File: config.mk
export PLATFORM = sky130hd
export DESIGN_NAME = fpw_watchdog
export DESIGN_NICKNAME = d
export VERILOG_FILES = /design/src/fpw_pkg.sv /design/src/fpw_tick_sync.sv /design/src/fpw_watchdog.sv
export SDC_FILE = /design/constraint.sdc
export NUM_CORES = 1
export LEC_CHECK = 0
export BUFFER_PORTS_ARGS = -buffer_cell sky130_fd_sc_hd__buf_2
export CAP_MARGIN = 20
export CORE_MARGIN = 8
export CORE_UTILIZATION = 45
export DETAILED_ROUTE_END_ITERATION = 6
export PLACE_DENSITY = 0.68
export SLEW_MARGIN = 15
export SYNTH_ARGS = -nofsm -noshare
export SYNTH_HDL_FRONTEND = slang
export SYNTH_SLANG_ARGS = --single-unit
export TNS_END_PERCENT = 20
File: constraint.sdc
create_clock -name clock_in -period 2.2 [get_ports clock_in]
set_clock_uncertainty 0.15 [all_clocks]
set_input_delay 0.33 -clock clock_in [delete_from_list [all_inputs] [get_ports clock_in]]
set_output_delay 0.33 -clock clock_in [all_outputs]
set_load 0.02 [all_outputs]
File: src/fpw_pkg.sv
package fpw_pkg;
  // Crystal time base and clock rate
  localparam int unsigned CLK_HZ         = 25000000;
  localparam int unsigned XTAL_HZ        = 32768;
  // Expiry interval, in milliseconds of crystal time
  localparam int unsigned EXPIRY_MS      = 1500;
  localparam int unsigned EXPIRY_TICKS   = (XTAL_HZ * EXPIRY_MS) / 1000;
  // Early warning lead, milliseconds
  localparam int unsigned WARN_MS        = 1;
  localparam int unsigned WARN_TICKS     = (XTAL_HZ * WARN_MS + 999) / 1000;
  // Relaunch delay after expiry, crystal cycles (about 125 ms)
  localparam int unsigned RELAUNCH_TICKS = 4100;
  localparam int unsigned CNT_W          = 16;
  localparam logic [15:0] RESTART_ADDR   = 16'h0000;
  typedef enum logic [1:0] {FPW_RUN, FPW_HOLD} fpw_state_e;
endpackage

File: src/fpw_tick_sync.sv
`timescale 1ns/1ps
`default_nettype none
// Turns the crystal oscillator level into a one-cycle tick per rising edge
module fpw_tick_sync (
  input  wire logic clock_in,   // System clock
  input  wire logic reset_in,   // Synchronous reset
  input  wire logic xtal_in,    // Crystal oscillator level
  output logic      tick_out    // One pulse per crystal cycle
);
  logic s1_reg, s2_reg, s3_reg, tick_reg;
  logic s1_next, s2_next, s3_next, tick_next;

  always_comb begin
    s1_next   = xtal_in;
    s2_next   = s1_reg;
    s3_next   = s2_reg;
    tick_next = s2_reg & ~s3_reg;
  end

  always_ff @(posedge clock_in) begin
    if (reset_in) begin
      s1_reg   <= 1'b0;
      s2_reg   <= 1'b0;
      s3_reg   <= 1'b0;
      tick_reg <= 1'b0;
    end else begin
      s1_reg   <= s1_next;
      s2_reg   <= s2_next;
      s3_reg   <= s3_next;
      tick_reg <= tick_next;
    end
  end

  assign tick_out = tick_reg;
endmodule
`default_nettype wire

File: src/fpw_watchdog.sv
`timescale 1ns/1ps
`default_nettype none
// What this block does
// - Expiry issues a chip reset that keeps wake-up state of I/O RAM.
// - Processor relaunches at address 0x0000 after 4100 crystal cycles.
// - Every expiry sets the expiry flag, kept in display mode, lost in sleep.
// - Flag stays until firmware clears it, the external reset pin asserts or sleep mode is active.
// - No register bit can stop the watchdog; only the debugger and a low internal wake level hold it.
// - Debugger enable holds the watchdog inactive.
// - Writing one to the refresh bit restarts the count from zero.
// - Count is held reset while the internal wake level is low.
// - With warning enabled, interrupt rises about 1 ms before the reset.
module fpw_watchdog #(
  parameter int unsigned EXPIRY_TICKS   = fpw_pkg::EXPIRY_TICKS,
  parameter int unsigned WARN_TICKS     = fpw_pkg::WARN_TICKS,
  parameter int unsigned RELAUNCH_TICKS = fpw_pkg::RELAUNCH_TICKS
) (
  input  wire logic        clock_in,                   // System clock, 25 MHz
  input  wire logic        reset_in,                   // Synchronous reset, active high
  input  wire logic        xtal_in,                    // Crystal oscillator level
  input  wire logic        reset_pin_in,               // External reset pin, active high
  input  wire logic        watchdog_refresh_bit_in,    // Write-one pulse of refresh bit
  input  wire logic        early_warning_irq_enable_in, // Early warning enable
  input  wire logic        debugger_enable_in,         // Debugger holds watchdog off
  input  wire logic        wake_in,                    // Internal wake level
  input  wire logic        sleep_mode_in,              // Deepest sleep mode active
  input  wire logic        flag_clear_in,              // Firmware clears expiry flag
  output logic             chip_reset_out,             // Watchdog chip reset request
  output logic             keep_wake_ram_out,          // I/O RAM takes wake-up state
  output logic             cpu_launch_out,             // Pulse: start processor
  output logic [15:0]      launch_addr_out,            // Start address
  output logic             early_warning_irq_out,      // Warning interrupt pulse
  output logic             watchdog_expiry_flag_out    // Expiry status flag
);
  ////////////////////////////////////////////////////////////////////////////
  logic tick;

  fpw_tick_sync u_tick (
    .clock_in (clock_in),
    .reset_in (reset_in),
    .xtal_in  (xtal_in),
    .tick_out (tick)
  );

  ////////////////////////////////////////////////////////////////////////////
  // Local copy keeps the size casts free of scoped names
  localparam int unsigned CW = fpw_pkg::CNT_W;
  localparam logic [CW-1:0] EXP_LAST  = CW'(EXPIRY_TICKS - 1);
  localparam logic [CW-1:0] WARN_AT   = CW'(EXPIRY_TICKS - WARN_TICKS);
  localparam logic [CW-1:0] RELA_LAST = CW'(RELAUNCH_TICKS - 1);

  fpw_pkg::fpw_state_e     state_reg, state_next;
  logic [fpw_pkg::CNT_W-1:0] cnt_reg, cnt_next;
  logic                    warned_reg, warned_next;
  logic                    rst_reg, rst_next;
  logic                    launch_reg, launch_next;
  logic                    irq_reg, irq_next;
  logic                    flag_reg, flag_next;
  logic                    held_off;
  logic                    expire;

  // Only the debugger or a low wake level stops counting; no firmware bit does
  assign held_off = debugger_enable_in | ~wake_in;
  // Refresh in the expiry cycle wins, so a last-moment refresh is never lost
  assign expire   = (state_reg == fpw_pkg::FPW_RUN) & ~held_off & tick &
                    (cnt_reg == EXP_LAST) & ~watchdog_refresh_bit_in;

  always_comb begin
    state_next  = state_reg;
    cnt_next    = cnt_reg;
    warned_next = warned_reg;
    rst_next    = rst_reg;
    launch_next = 1'b0;
    irq_next    = 1'b0;
    case (state_reg)
      fpw_pkg::FPW_RUN: begin
        if (held_off) begin
          cnt_next    = '0;
          warned_next = 1'b0;
        end else if (watchdog_refresh_bit_in) begin
          // A refresh after the warning still cancels the pending reset
          cnt_next    = '0;
          warned_next = 1'b0;
        end else if (expire) begin
          state_next  = fpw_pkg::FPW_HOLD;
          cnt_next    = '0;
          rst_next    = 1'b1;
          warned_next = 1'b0;
        end else if (tick) begin
          cnt_next = cnt_reg + 1'b1;
          if (cnt_reg == WARN_AT && !warned_reg) begin
            warned_next = 1'b1;
            irq_next    = early_warning_irq_enable_in;
          end
        end
      end
      // Relaunch delay ignores refresh and holds: the chip is already in reset
      fpw_pkg::FPW_HOLD: begin
        if (tick) begin
          if (cnt_reg == RELA_LAST) begin
            state_next  = fpw_pkg::FPW_RUN;
            cnt_next    = '0;
            rst_next    = 1'b0;
            launch_next = 1'b1;
          end else begin
            cnt_next = cnt_reg + 1'b1;
          end
        end
      end
      default: state_next = fpw_pkg::FPW_RUN;
    endcase
  end

  always_ff @(posedge clock_in) begin
    if (reset_in) begin
      state_reg  <= fpw_pkg::FPW_RUN;
      cnt_reg    <= '0;
      warned_reg <= 1'b0;
      rst_reg    <= 1'b0;
      launch_reg <= 1'b0;
      irq_reg    <= 1'b0;
    end else begin
      state_reg  <= state_next;
      cnt_reg    <= cnt_next;
      warned_reg <= warned_next;
      rst_reg    <= rst_next;
      launch_reg <= launch_next;
      irq_reg    <= irq_next;
    end
  end

  ////////////////////////////////////////////////////////////////////////////
  // Flag: set wins over firmware clear, reset pin and sleep, which otherwise clear it
  always_comb begin
    flag_next = flag_reg;
    if (expire) begin
      flag_next = 1'b1;
    end else if (reset_pin_in || sleep_mode_in || flag_clear_in) begin
      flag_next = 1'b0;
    end
  end

  always_ff @(posedge clock_in) begin
    if (reset_in) begin
      flag_reg <= 1'b0;
    end else begin
      flag_reg <= flag_next;
    end
  end

  ////////////////////////////////////////////////////////////////////////////
  // Start address is registered so every output leaves a flip-flop
  logic [15:0] addr_reg, addr_next;

  always_comb begin
    addr_next = fpw_pkg::RESTART_ADDR;
  end

  always_ff @(posedge clock_in) begin
    if (reset_in) begin
      addr_reg <= fpw_pkg::RESTART_ADDR;
    end else begin
      addr_reg <= addr_next;
    end
  end

  assign chip_reset_out           = rst_reg;
  assign keep_wake_ram_out        = rst_reg;
  assign cpu_launch_out           = launch_reg;
  assign launch_addr_out          = addr_reg;
  assign early_warning_irq_out    = irq_reg;
  assign watchdog_expiry_flag_out = flag_reg;
endmodule
`default_nettype wire

==> results.tsv, run 1 <==
stage	metric	value	unit
global_route	largest net degree at the start of global routing	17	
logic_synthesis	post-synthesis sequential area ratio	36.7	%
die	core area	2980	sq um
setup_path	CP max-delay cell	or3_1	
logic_synthesis	Synth Area in Compound Gates	15.4	%
setup_path	crit end category	flop	
sta	RSZ-0062 raised after global routing	false	
placement	area of placed instances	1390	sq um
cts	postcts setup bufs	0	
sta	Hold WS	0.0629	ns
flow_run	MaxCap Viol Count	0	
final_layout	Final Cell Area	1420	sq um
sta	fin. max-slew vios	0	
final_layout	Final Util	47.7	%
cts	Max Buffers Root-to-Sink	2	
sta	Final min period	2.10	ns
routing	1st-pass router iterations	4	
setup_path	Critical Path Fanout Max	9	
final_layout	Area Overhead vs Synth	4.22	%
sta	FMAX	476	MHz
sta	Hold Fails Final Rpt	0	
global_route	first-pass GRT wire length	4890	um
logic_synthesis	#FFs+latches synth	25	
sta	Final Setup Violations	0	
routing	Final ANT Viol Nets	0	
cts	CTS Buf Count	3	
placement	routability cong.	0.911	
setup_path	Slowest Stage Delay on Critical Path	0.52	ns
setup_path	crit start category	flop	
routing	wire per inst	15.0	um
cts	H-tree depth	1	
die	overall die area	5040	sq um
power	Leak	0.472	nW
cts	Worst-Skew Late Latency	0.33	ns
routing	Post-route DRC	0	
routing	detail-routed via count per cell	5.82	
routing	final wirelength	2970	um
logic_synthesis	post-synthesis simple-gate area fraction	28.8	%
final_layout	Register Area	500	sq um
placement	PortBufs	14	
sta	setup TNS	0	ns
logic_synthesis	YS warnings	0	
die	Std-Cell Rows	20	
global_route	gr ovfl total	0	
final_layout	Total Nets Final	177	
cts	CTS root buf	clkbuf_4	
cts	CTS sink count	25	
die	chip height	71.0	um
setup_path	worst-path cell chain	nor2b_1, or3_1, or4b_1, a22oi_1	
logic_synthesis	Top FF cell, synth	dfxtp_1	
cts	PostCTS Resize Cnt	0	
placement	half-perimeter wire length after placement	2170	um
sta	Slew headroom	51.1	%
routing	total number of vias	1153	
setup_path	Critical Path RT	2.31	ns
cts	CTS tree	built	
logic_synthesis	EDFF count, synth	0	
global_route	gr usage total	11.7	%
global_route	vias in the first global route	1074	
global_route	initial antenna violation count	0	
setup_path	Arrival @ worst endpoint	2.22	ns
logic_synthesis	Synth Instances	154	
setup_path	Crit Path Class	flop to flop	
cts	CTS clock-pin slew for the worst setup and hold paths	0.14	ns
hold_path	worst hold path type	primary input to flop	
cts	cts hold-fix bufs	0	
logic_synthesis	multiplexer area fraction after synthesis	0.735	%
final_layout	layout cell share with drive strength beyond 1	15.2	%
die	Initial Utilization	45.8	%
final_layout	area of the multi-input gates	747	sq um
logic_synthesis	synthesized cell area	1360	sq um
power	VDD IR max	207	uV
status	status	complete, no violations	
power	P per Cell Area	513	nW/um^2
sta	slew at the pin closest to its max-slew limit	0.732	ns
setup_path	CP top delay family	simple AND/OR/NAND/NOR gates	
logic_synthesis	Post-Synth XOR/XNOR Area	4.50	%
die	DIE WIDTH	71.0	um
logic_synthesis	syn_area_per_cell	8.85	sq um
logic_synthesis	synthesized-area fraction occupied by adder cells	0.918	%
logic_synthesis	share of synthesized registers carrying an async set or reset	0	%
sta	fin crit share	95.6	%
final_layout	ANT cells	0	
final_layout	max reg flops	16	
logic_synthesis	Synth cell types	40	
routing	initial DRC count	35	
logic_synthesis	largest family of logic cells by synthesized area	simple AND/OR/NAND/NOR gates	
final_layout	fillers	300	
die	IO Pins	31	
setup_path	Buf/Inv on CP	0	
[synth_stat cells (2+ instances only)]
cell type,n,area (sq um)
nor4b_2,2,30.0
and4_1,2,17.5
a31oi_1,2,12.5
nor3b_1,2,15.0
nor3_1,4,20.0
or3_1,4,25.0
o31ai_1,6,45.0
clkbuf_1,5,18.8
nand2_1,7,26.3
nor4_1,7,43.8
buf_2,2,10.0
a21oi_1,10,50.1
nor4b_1,2,17.5
nand4_1,2,12.5
xnor2_1,7,61.3
inv_1,3,11.3
nor2_1,2,7.51
nand3_1,5,25.0
nor2b_1,7,43.8
a22oi_1,8,60.1
dfxtp_1,25,500
buf_4,17,128
or4_1,6,45.0
[layout make-up]
cell class                      count  area share [%]
Multi-Input combinational cell    116            52.6
Sequential cell                    25            35.2
Timing Repair Buffer               17            6.52
Tap cell                           33            2.91
Clock buffer                        3            1.59
Inverter                            3           0.793
Clock inverter                      1           0.352
[worst register-to-register path, cell delays in order (launching register included)]
cell,delay (ns)
dfxtp_1,0.50
nor2b_1,0.19
or3_1,0.52
or4b_1,0.51
a22oi_1,0.17
[cell usage in the layout (no fill, tap or decap), types with 2 or more instances in the layout]
master	Yosys	layout
a21oi_1	10	10
a22oi_1	8	8
a31oi_1	2	2
and4_1	2	2
buf_2	2	14
buf_4	17	3
clkbuf_4	0	3
conb_1	1	16
dfxtp_1	25	25
inv_1	3	3
nand2_1	7	7
nand3_1	5	5
nand4_1	2	2
nor2_1	2	2
nor2b_1	7	7
nor3_1	4	4
nor3b_1	2	2
nor4_1	7	7
nor4b_1	2	2
nor4b_2	2	2
o31ai_1	6	6
or3_1	4	4
or4_1	6	6
xnor2_1	7	7
[stage by stage]
step / total power (W) / instances / setup WS [ns]
floorplan: 0.000532 / 169 / 0.170
global placement: 0.000522 / 194 / 0.184
detailed placement: 0.000524 / 194 / 0.143
CTS: 0.000735 / 198 / 0.131
global route: 0.000762 / 198 / 0.0259
finish: 0.000728 / 198 / 0.0972
[path summary, 6_finish.rpt]
path,start,endpoint,slack (ns),cells after the start
setup reg to reg,u_tick.tick_out,cnt_reg[15],0.1,4
setup / recovery,u_tick.tick_out,cnt_reg[15],0.1,4
hold reg to reg,u_tick.s3_reg,u_tick.tick_out,0.25,1
hold / removal,early_warning_irq_enable_in,early_warning_irq_out,0.06,3
[power breakdown]
group           total, W  switching [W]  leakage, nW  internal (W)
registers       0.000459     0.00000261        0.202      0.000457
clock network   0.000212       0.000144       0.0177     0.0000683
logic          0.0000567      0.0000419        0.253     0.0000148
total           0.000728       0.000189        0.472      0.000540
[kinds of logic (layout without fill, tap and decap cells)]
kind of cell | after synthesis | in the layout
and+or+nand+nor | 60 | 60
AOI/OAI and AO/OA | 31 | 31
buffers and inverters | 28 | 24
DFF | 25 | 25
xor gates and xnor gates | 7 | 7
adders and majority gates | 1 | 1
other | 1 | 16
muxes | 1 | 1
[routing by layer]
| metal | track usage, % | share of wire (%) | vias up | wire length [um] |
|---|---|---|---|---|
| met5 | 0 | 0 | - | 0 |
| met4 | 5.08 | 1.2 | 0 | 36 |
| met3 | 3.81 | 6.7 | 4 | 200 |
| met2 | 19.3 | 47 | 31 | 1400 |
| met1 | 13.4 | 45 | 547 | 1330 |
| li1 | - | - | 571 | - |
(Power assumes the default switching activity.)
==> run 2, diff against run 1 <==
--- a/config.mk
+++ b/config.mk
@@ -14,5 +14,6 @@
 export SLEW_MARGIN = 15
 export SYNTH_ARGS = -nofsm -noshare
 export SYNTH_HDL_FRONTEND = slang
+export SYNTH_HIERARCHICAL = 1
 export SYNTH_SLANG_ARGS = --single-unit
 export TNS_END_PERCENT = 20
==> results.tsv, run 2 <==
stage	metric	value	unit	change
status	status	complete, no violations		
routing	initial DRC count	45		+29%
placement	PortBufs	14		unchanged
die	core area	2980	sq um	unchanged
final_layout	Final Util	48.7	%	+1.0 points
placement	half-perimeter wire length after placement	2270	um	+4.8%
cts	Max Buffers Root-to-Sink	2		unchanged
setup_path	Crit Path Class	flop to flop		
power	Power, Total	0.000731	W	+0.39%
hold_path	Hold Crit Endpoint	u_tick/s1_reg		
cts	CTS root buf	clkbuf_4		
global_route	gr ovfl total	0		unchanged
sta	setup TNS	0	ns	unchanged
sta	fin. max-slew vios	0		unchanged
setup_path	Buf/Inv on CP	0		unchanged
setup_path	Critical Path Fanout Max	5		-4
global_route	gr usage total	12.8	%	+1.2 points
final_layout	most common cell after layout, fill and taps aside	dfxtp_1		
final_layout	Total Nets Final	182		+2.8%
die	IO Pins	31		unchanged
global_route	largest net degree at the start of global routing	17		unchanged
setup_path	Crit Reg-Reg Endpoint	cnt_reg[14]		
setup_path	crit end category	flop		
logic_synthesis	#FFs+latches synth	25		unchanged
logic_synthesis	top cells by area, synth	dfxtp_1 (37%), buf_4 (9.9%), nor2_1 (3.3%)		
final_layout	layout cell share with drive strength beyond 1	19.4	%	+4.3 points
setup_path	CP max-delay cell	dfxtp_1		
setup_path	flop2flop setup slack	0.26	ns	+0.16 ns
routing	Post-route DRC	0		unchanged
cts	postcts setup bufs	0		unchanged
final_layout	max reg flops	16		unchanged
final_layout	most frequent cells in the layout	dfxtp_1 (25), conb_1 (16), buf_2 (14)		
die	overall die area	5060	sq um	+0.28%
hold_path	hold_sp	xtal_in		
final_layout	area of the multi-input gates	751	sq um	+0.50%
logic_synthesis	Top FF cell, synth	dfxtp_1		
die	chip height	71.1	um	+0.14%
setup_path	Slowest Stage Delay on Critical Path	0.42	ns	-0.10 ns
cts	CTS clock-pin slew for the worst setup and hold paths	0.14	ns	about the same
logic_synthesis	synthesized cell area	1370	sq um	+0.37%
logic_synthesis	Synth cell types	44		+10%
setup_path	crit start category	flop		
sta	Hold WS	0.0592	ns	-0.00373 ns
final_layout	ANT cells	0		unchanged
die	DIE WIDTH	71.1	um	+0.14%
cts	CTS Buf Count	3		unchanged
setup_path	worst r2r src	cnt_reg[0]		
cts	CTS sink count	25		unchanged
logic_synthesis	post-synthesis sequential area ratio	36.6	%	-0.13 points
sta	PnR worst setup slack	0.259	ns	+0.162 ns
routing	met3 WL	145	um	-28%
logic_synthesis	Synth top area share	36.6	%	-0.13 points
sta	Hold Fails Final Rpt	0		unchanged
hold_path	worst hold path type	primary input to flop		
placement	Post-Place Setup Slack	0.245	ns	+0.101 ns
global_route	vias in the first global route	1166		+8.6%
global_route	first-pass GRT wire length	5360	um	+9.6%
logic_synthesis	EDFF count, synth	0		unchanged
cts	CTS tree	built		
logic_synthesis	area leader, netlist	dfxtp_1		
sta	Final Setup Violations	0		unchanged
cts	Worst-Skew Late Latency	0.32	ns	about the same
cts	H-tree depth	1		unchanged
die	Std-Cell Rows	20		unchanged
power	P per Cell Area	504	nW/um^2	-1.7%
final_layout	fillers	290		-3.3%
logic_synthesis	YS warnings	6		+6
routing	wire per inst	14.4	um	-3.8%
routing	DRT met1 WL	1380	um	+3.4%
global_route	initial antenna violation count	0		unchanged
routing	final wirelength	2930	um	-1.4%
routing	top layer used by detailed routing	met4		
placement	routability cong.	0.869		-4.6%
setup_path	Critical Path RT	2.29	ns	-0.02 ns
setup_path	Arrival @ worst endpoint	2.03	ns	-0.19 ns
hold_path	hold path depth	2		-1
routing	Final ANT Viol Nets	0		unchanged
power	Leak	0.526	nW	+11%
sta	RSZ-0062 raised after global routing	false		
setup_path	R2R depth	6		+2
logic_synthesis	top-count cell post-synth	dfxtp_1		
final_layout	Area Overhead vs Synth	6.04	%	
routing	total number of vias	1091		-5.4%
routing	met2 WL	1370	um	-2.3%
routing	detail-routed via count per cell	5.37		-7.7%
logic_synthesis	Synth Instances	153		-0.65%
flow_run	MaxCap Viol Count	0		unchanged
setup_path	worst-path cell chain	ha_1, nand3_1, or3_1, o21ai_0, o21ai_1, a22o_1		
sta	FMAX	515	MHz	+8.3%
sta	Final min period	1.94	ns	-0.162 ns
die	Initial Utilization	45.9	%	+0.17 points
logic_synthesis	share of synthesized registers carrying an async set or reset	0	%	unchanged
setup_path	CP top delay family	simple AND/OR/NAND/NOR gates		
final_layout	Register Area	500	sq um	unchanged
logic_synthesis	syn_area_per_cell	8.94	sq um	+1.0%
power	VDD IR max	489	uV	+140%
logic_synthesis	Post-synth top cells	dfxtp_1 (25), buf_4 (18), nor2_1 (12)		
routing	1st-pass router iterations	4		unchanged
sta	fin crit share	88.2	%	-7.4 points
run 2: cell count changes in the layout (fill, tap and decap cells not counted), sizes merged, moves of 4 or more:
| cell | before | now |
|---|---|---|
| or4 | 6 | 0 |
| a21oi | 10 | 5 |
| a22oi | 8 | 0 |
| xnor2 | 7 | 3 |
| nor2 | 2 | 13 |
| o31ai | 6 | 2 |
| nor3b | 2 | 6 |
run 2: final cells by class:
cell class / count / share of cell area, %
inverter: 5 / 1.29
multi-input combinational: 117 / 51.8
timing repair buffer: 19 / 7.42
clock inverter: 1 / 0.604
tap: 33 / 2.85
clock buffer: 3 / 1.55
sequential: 25 / 34.5
run 2: logic make-up after synthesis:
logic type,share of synthesized area (%)
flip-flops,36.6
buffers and inverters,12.7
adder cells (fa/ha/maj),0.915
XOR/XNOR,3.84
AND/OR/NAND/NOR,33.3
other,0.274
AO/OA/AOI/OAI,12.4
run 2: worst max path at each step:
stage / start / end / cells past startpoint
global route: cnt_reg[0] / early_warning_irq_out / 6
detailed placement: cnt_reg[0] / cnt_reg[4] / 6
finish: cnt_reg[0] / cnt_reg[14] / 6
floorplan: cnt_reg[0] / cnt_reg[10] / 7
global placement: cnt_reg[0] / cnt_reg[4] / 6
CTS: cnt_reg[0] / cnt_reg[4] / 6
run 2: where the power goes:
part	leakage, nW	total [W]	internal (W)	switching, W
clock	0.0183	0.000219	0.0000741	0.000145
combinational	0.305	0.0000541	0.0000129	0.0000411
sequential	0.202	0.000458	0.000456	0.00000178
total	0.526	0.000731	0.000543	0.000188
run 2: metal layers:
layer | vias up | track usage, %
li1 | 560 | -
met1 | 502 | 15.7
met2 | 25 | 20.7
met3 | 4 | 4.24
met4 | 0 | 3.93
met5 | - | 0
run 2: worst reg2reg max path, stage by stage, from the launching register on:
cell,delay (ns)
dfxtp_1,0.42
ha_1,0.24
nand3_1,0.14
or3_1,0.41
o21ai_0,0.18
o21ai_1,0.09
a22o_1,0.22
run 2: per-stage QoR:
| step | cells | instance area, sq um |
|---|---|---|
| CTS | 203 | 1450 |
| floorplan | 168 | 1420 |
| detailed placement | 199 | 1420 |
| finish | 203 | 1450 |
| global route | 203 | 1450 |
| global placement | 199 | 1420 |
run 2: what timing repair did:
action / 4_1_cts / 5_1_grt
hold buffers: 0 / 0
endpoints found under the setup margin: 0 / 6
resized for setup: 0 / 1
==> run 3, diff against run 2 <==
--- a/config.mk
+++ b/config.mk
@@ -5,12 +5,13 @@
 export SDC_FILE = /design/constraint.sdc
 export NUM_CORES = 1
 export LEC_CHECK = 0
+export ABC_AREA = 1
 export BUFFER_PORTS_ARGS = -buffer_cell sky130_fd_sc_hd__buf_2
 export CAP_MARGIN = 20
 export CORE_MARGIN = 8
 export CORE_UTILIZATION = 45
 export DETAILED_ROUTE_END_ITERATION = 6
-export PLACE_DENSITY = 0.68
+export PLACE_DENSITY = 0.67
 export SLEW_MARGIN = 15
 export SYNTH_ARGS = -nofsm -noshare
 export SYNTH_HDL_FRONTEND = slang
==> results.tsv, run 3 <==
stage	metric	value	unit	change
status	status	complete, no violations		
cts	Worst-Skew Late Latency	0.31	ns	about the same
logic_synthesis	Top FF cell, synth	dfxtp_1		
sta	Hold Fails Final Rpt	0		unchanged
logic_synthesis	synthesized cell area	1590	sq um	+16%
placement	PortBufs	14		unchanged
setup_path	Critical Path RT	2.31	ns	+0.02 ns
cts	postcts setup bufs	0		unchanged
power	P per Cell Area	438	nW/um^2	-13%
die	core area	3360	sq um	+13%
power	Power, Total	0.000719	W	-1.6%
setup_path	Arrival @ worst endpoint	1.82	ns	-0.21 ns
global_route	gr usage total	12.6	%	-0.18 points
logic_synthesis	top-count cell post-synth	nand2_1		
sta	fin crit share	77.8	%	-10 points
setup_path	Crit Path Class	flop to flop		
sta	setup TNS	0	ns	unchanged
cts	H-tree depth	1		unchanged
setup_path	crit start category	flop		
logic_synthesis	top cells by area, synth	dfxtp_1 (31%), nand2_1 (8.7%), buf_4 (8.0%)		
setup_path	cell mode on critical path	a21oi_2		
sta	FMAX	584	MHz	+13%
final_layout	most common cell after layout, fill and taps aside	nand2_1		
setup_path	CP max-delay cell	a21oi_2		
routing	1st-pass router iterations	4		unchanged
cts	CTS root buf	clkbuf_4		
die	overall die area	5690	sq um	+13%
sta	RSZ-0062 raised after global routing	false		
sta	Final Setup Violations	0		unchanged
sta	PnR worst setup slack	0.487	ns	+0.228 ns
die	IO Pins	31		unchanged
cts	cts hold-fix bufs	0		unchanged
placement	Post-Place Setup Slack	0.507	ns	+0.263 ns
cts	CTS clock-pin slew for the worst setup and hold paths	0.14	ns	about the same
logic_synthesis	share of synthesized registers carrying an async set or reset	0	%	unchanged
logic_synthesis	Synth Instances	235		+54%
logic_synthesis	syn_area_per_cell	6.77	sq um	-24%
final_layout	layout cell share with drive strength beyond 1	18.5	%	-0.86 points
setup_path	Slowest Stage Delay on Critical Path	0.41	ns	about the same
global_route	largest net degree at the start of global routing	14		-3
routing	total number of vias	1441		+32%
final_layout	max reg flops	16		unchanged
placement	area of placed instances	1620	sq um	+14%
placement	half-perimeter wire length after placement	2690	um	+19%
die	chip height	75.4	um	+6.1%
setup_path	CP top delay family	compound AO/OA/AOI/OAI gates		
final_layout	Final Cell Area	1640	sq um	+13%
final_layout	Final Util	48.9	%	+0.19 points
logic_synthesis	Synth cell types	28		-36%
die	Initial Utilization	47.3	%	+1.4 points
final_layout	most frequent cells in the layout	nand2_1 (37), nor2_1 (33), inv_1 (27)		
routing	final wirelength	3480	um	+19%
setup_path	worst-path cell chain	ha_1, nand4_1, nor2_1, a21oi_2, nand3_1, a21oi_2		
final_layout	Area Overhead vs Synth	3.38	%	
flow_run	MaxCap Viol Count	0		unchanged
routing	initial DRC count	108		+140%
routing	wire per inst	11.8	um	-18%
cts	CTS tree	built		
setup_path	crit end category	flop		
logic_synthesis	post-synthesis sequential area ratio	31.5	%	-5.1 points
global_route	vias in the first global route	1253		+7.5%
logic_synthesis	#FFs+latches synth	25		unchanged
sta	fin. max-slew vios	0		unchanged
logic_synthesis	Post-synth top cells	nand2_1 (37), nor2_1 (33), inv_1 (27)		
sta	Slew headroom	54.0	%	
logic_synthesis	area leader, netlist	dfxtp_1		
cts	Max Buffers Root-to-Sink	2		unchanged
die	Std-Cell Rows	21		+5.0%
sta	slew at the pin closest to its max-slew limit	0.684	ns	
logic_synthesis	Synth top area share	31.5	%	-5.1 points
global_route	initial antenna violation count	0		unchanged
final_layout	Total Nets Final	260		+43%
global_route	gr ovfl total	0		unchanged
global_route	first-pass GRT wire length	5620	um	+4.9%
die	DIE WIDTH	75.4	um	+6.1%
cts	PostCTS Resize Cnt	0		unchanged
routing	detail-routed via count per cell	4.90		-8.8%
logic_synthesis	YS warnings	6		unchanged
setup_path	Buf/Inv on CP	0		unchanged
cts	CTS Buf Count	3		unchanged
power	VDD IR max	150	uV	-69%
cts	CTS sink count	25		unchanged
hold_path	worst hold path type	primary input to flop		
logic_synthesis	EDFF count, synth	0		unchanged
routing	Final ANT Viol Nets	0		unchanged
placement	routability cong.	0.864		-0.59%
final_layout	ANT cells	0		unchanged
setup_path	Critical Path Fanout Max	9		+4
routing	Post-route DRC	0		unchanged
power	Leak	0.657	nW	+25%
sta	Final min period	1.71	ns	-0.229 ns
## run 3: worst paths after layout
path              slack, ns  cells after the start               to           from
hold reg to reg        0.26                      1  u_tick/tick_out  u_tick/s3_reg
setup / recovery       0.49                      6       cnt_reg[2]     cnt_reg[0]
setup reg to reg       0.49                      6       cnt_reg[2]     cnt_reg[0]
hold / removal         0.05                      3    u_tick/s1_reg        xtal_in
## run 3: where the power goes
group	switching (W)	internal, W	leakage, nW
clock network	0.000132	0.0000707	0.0150
logic	0.0000470	0.0000121	0.440
registers	0.00000223	0.000455	0.202
## run 3: layer usage
metal,vias to the layer above,GRT usage [%],share of wire [%]
met5,-,0,0
met3,2,2.24,8.2
met4,0,4.26,0.66
li1,750,-,-
met2,51,20.0,45
met1,638,16.8,46
## run 3: worst register-to-register path: cells and delay by family, from the launching register on
kind / cells / cell delay [ns]
AO/OA/AOI/OAI: 2 / 0.55
adder cells (fa/ha/maj): 1 / 0.24
AND/OR/NAND/NOR: 3 / 0.37
flip-flops: 1 / 0.36
## run 3: cell type report
class                   count  area [sq um]
fillers                   352          1720
multi-input cells         173           870
flip-flops and latches     25           500
inverters                  32           120
repair buffers             14          70.1
well taps                  46          57.6
clock buffers               4          26.3
## run 3: kinds of logic (layout without fill, tap and decap cells)
| logic type | Yosys count | count (layout) | synth area share, % |
|---|---|---|---|
| DFF | 25 | 25 | 31.5 |
| adders and majority gates | 1 | 1 | 0.787 |
| buffers and inverters | 52 | 50 | 17.4 |
| and+or+nand+nor | 131 | 131 | 39.8 |
| AOI/OAI and AO/OA | 21 | 21 | 8.10 |
| other | 1 | 16 | 0.236 |
| xor gates and xnor gates | 4 | 4 | 2.20 |
## run 3: per-stage QoR
stage,hold WS (ns),instances
after floorplan,0.232,250
after global placement,0.241,290
after detailed placement,0.243,290
after CTS,0.0440,294
after global routing,0.0345,294
final,0.0529,294
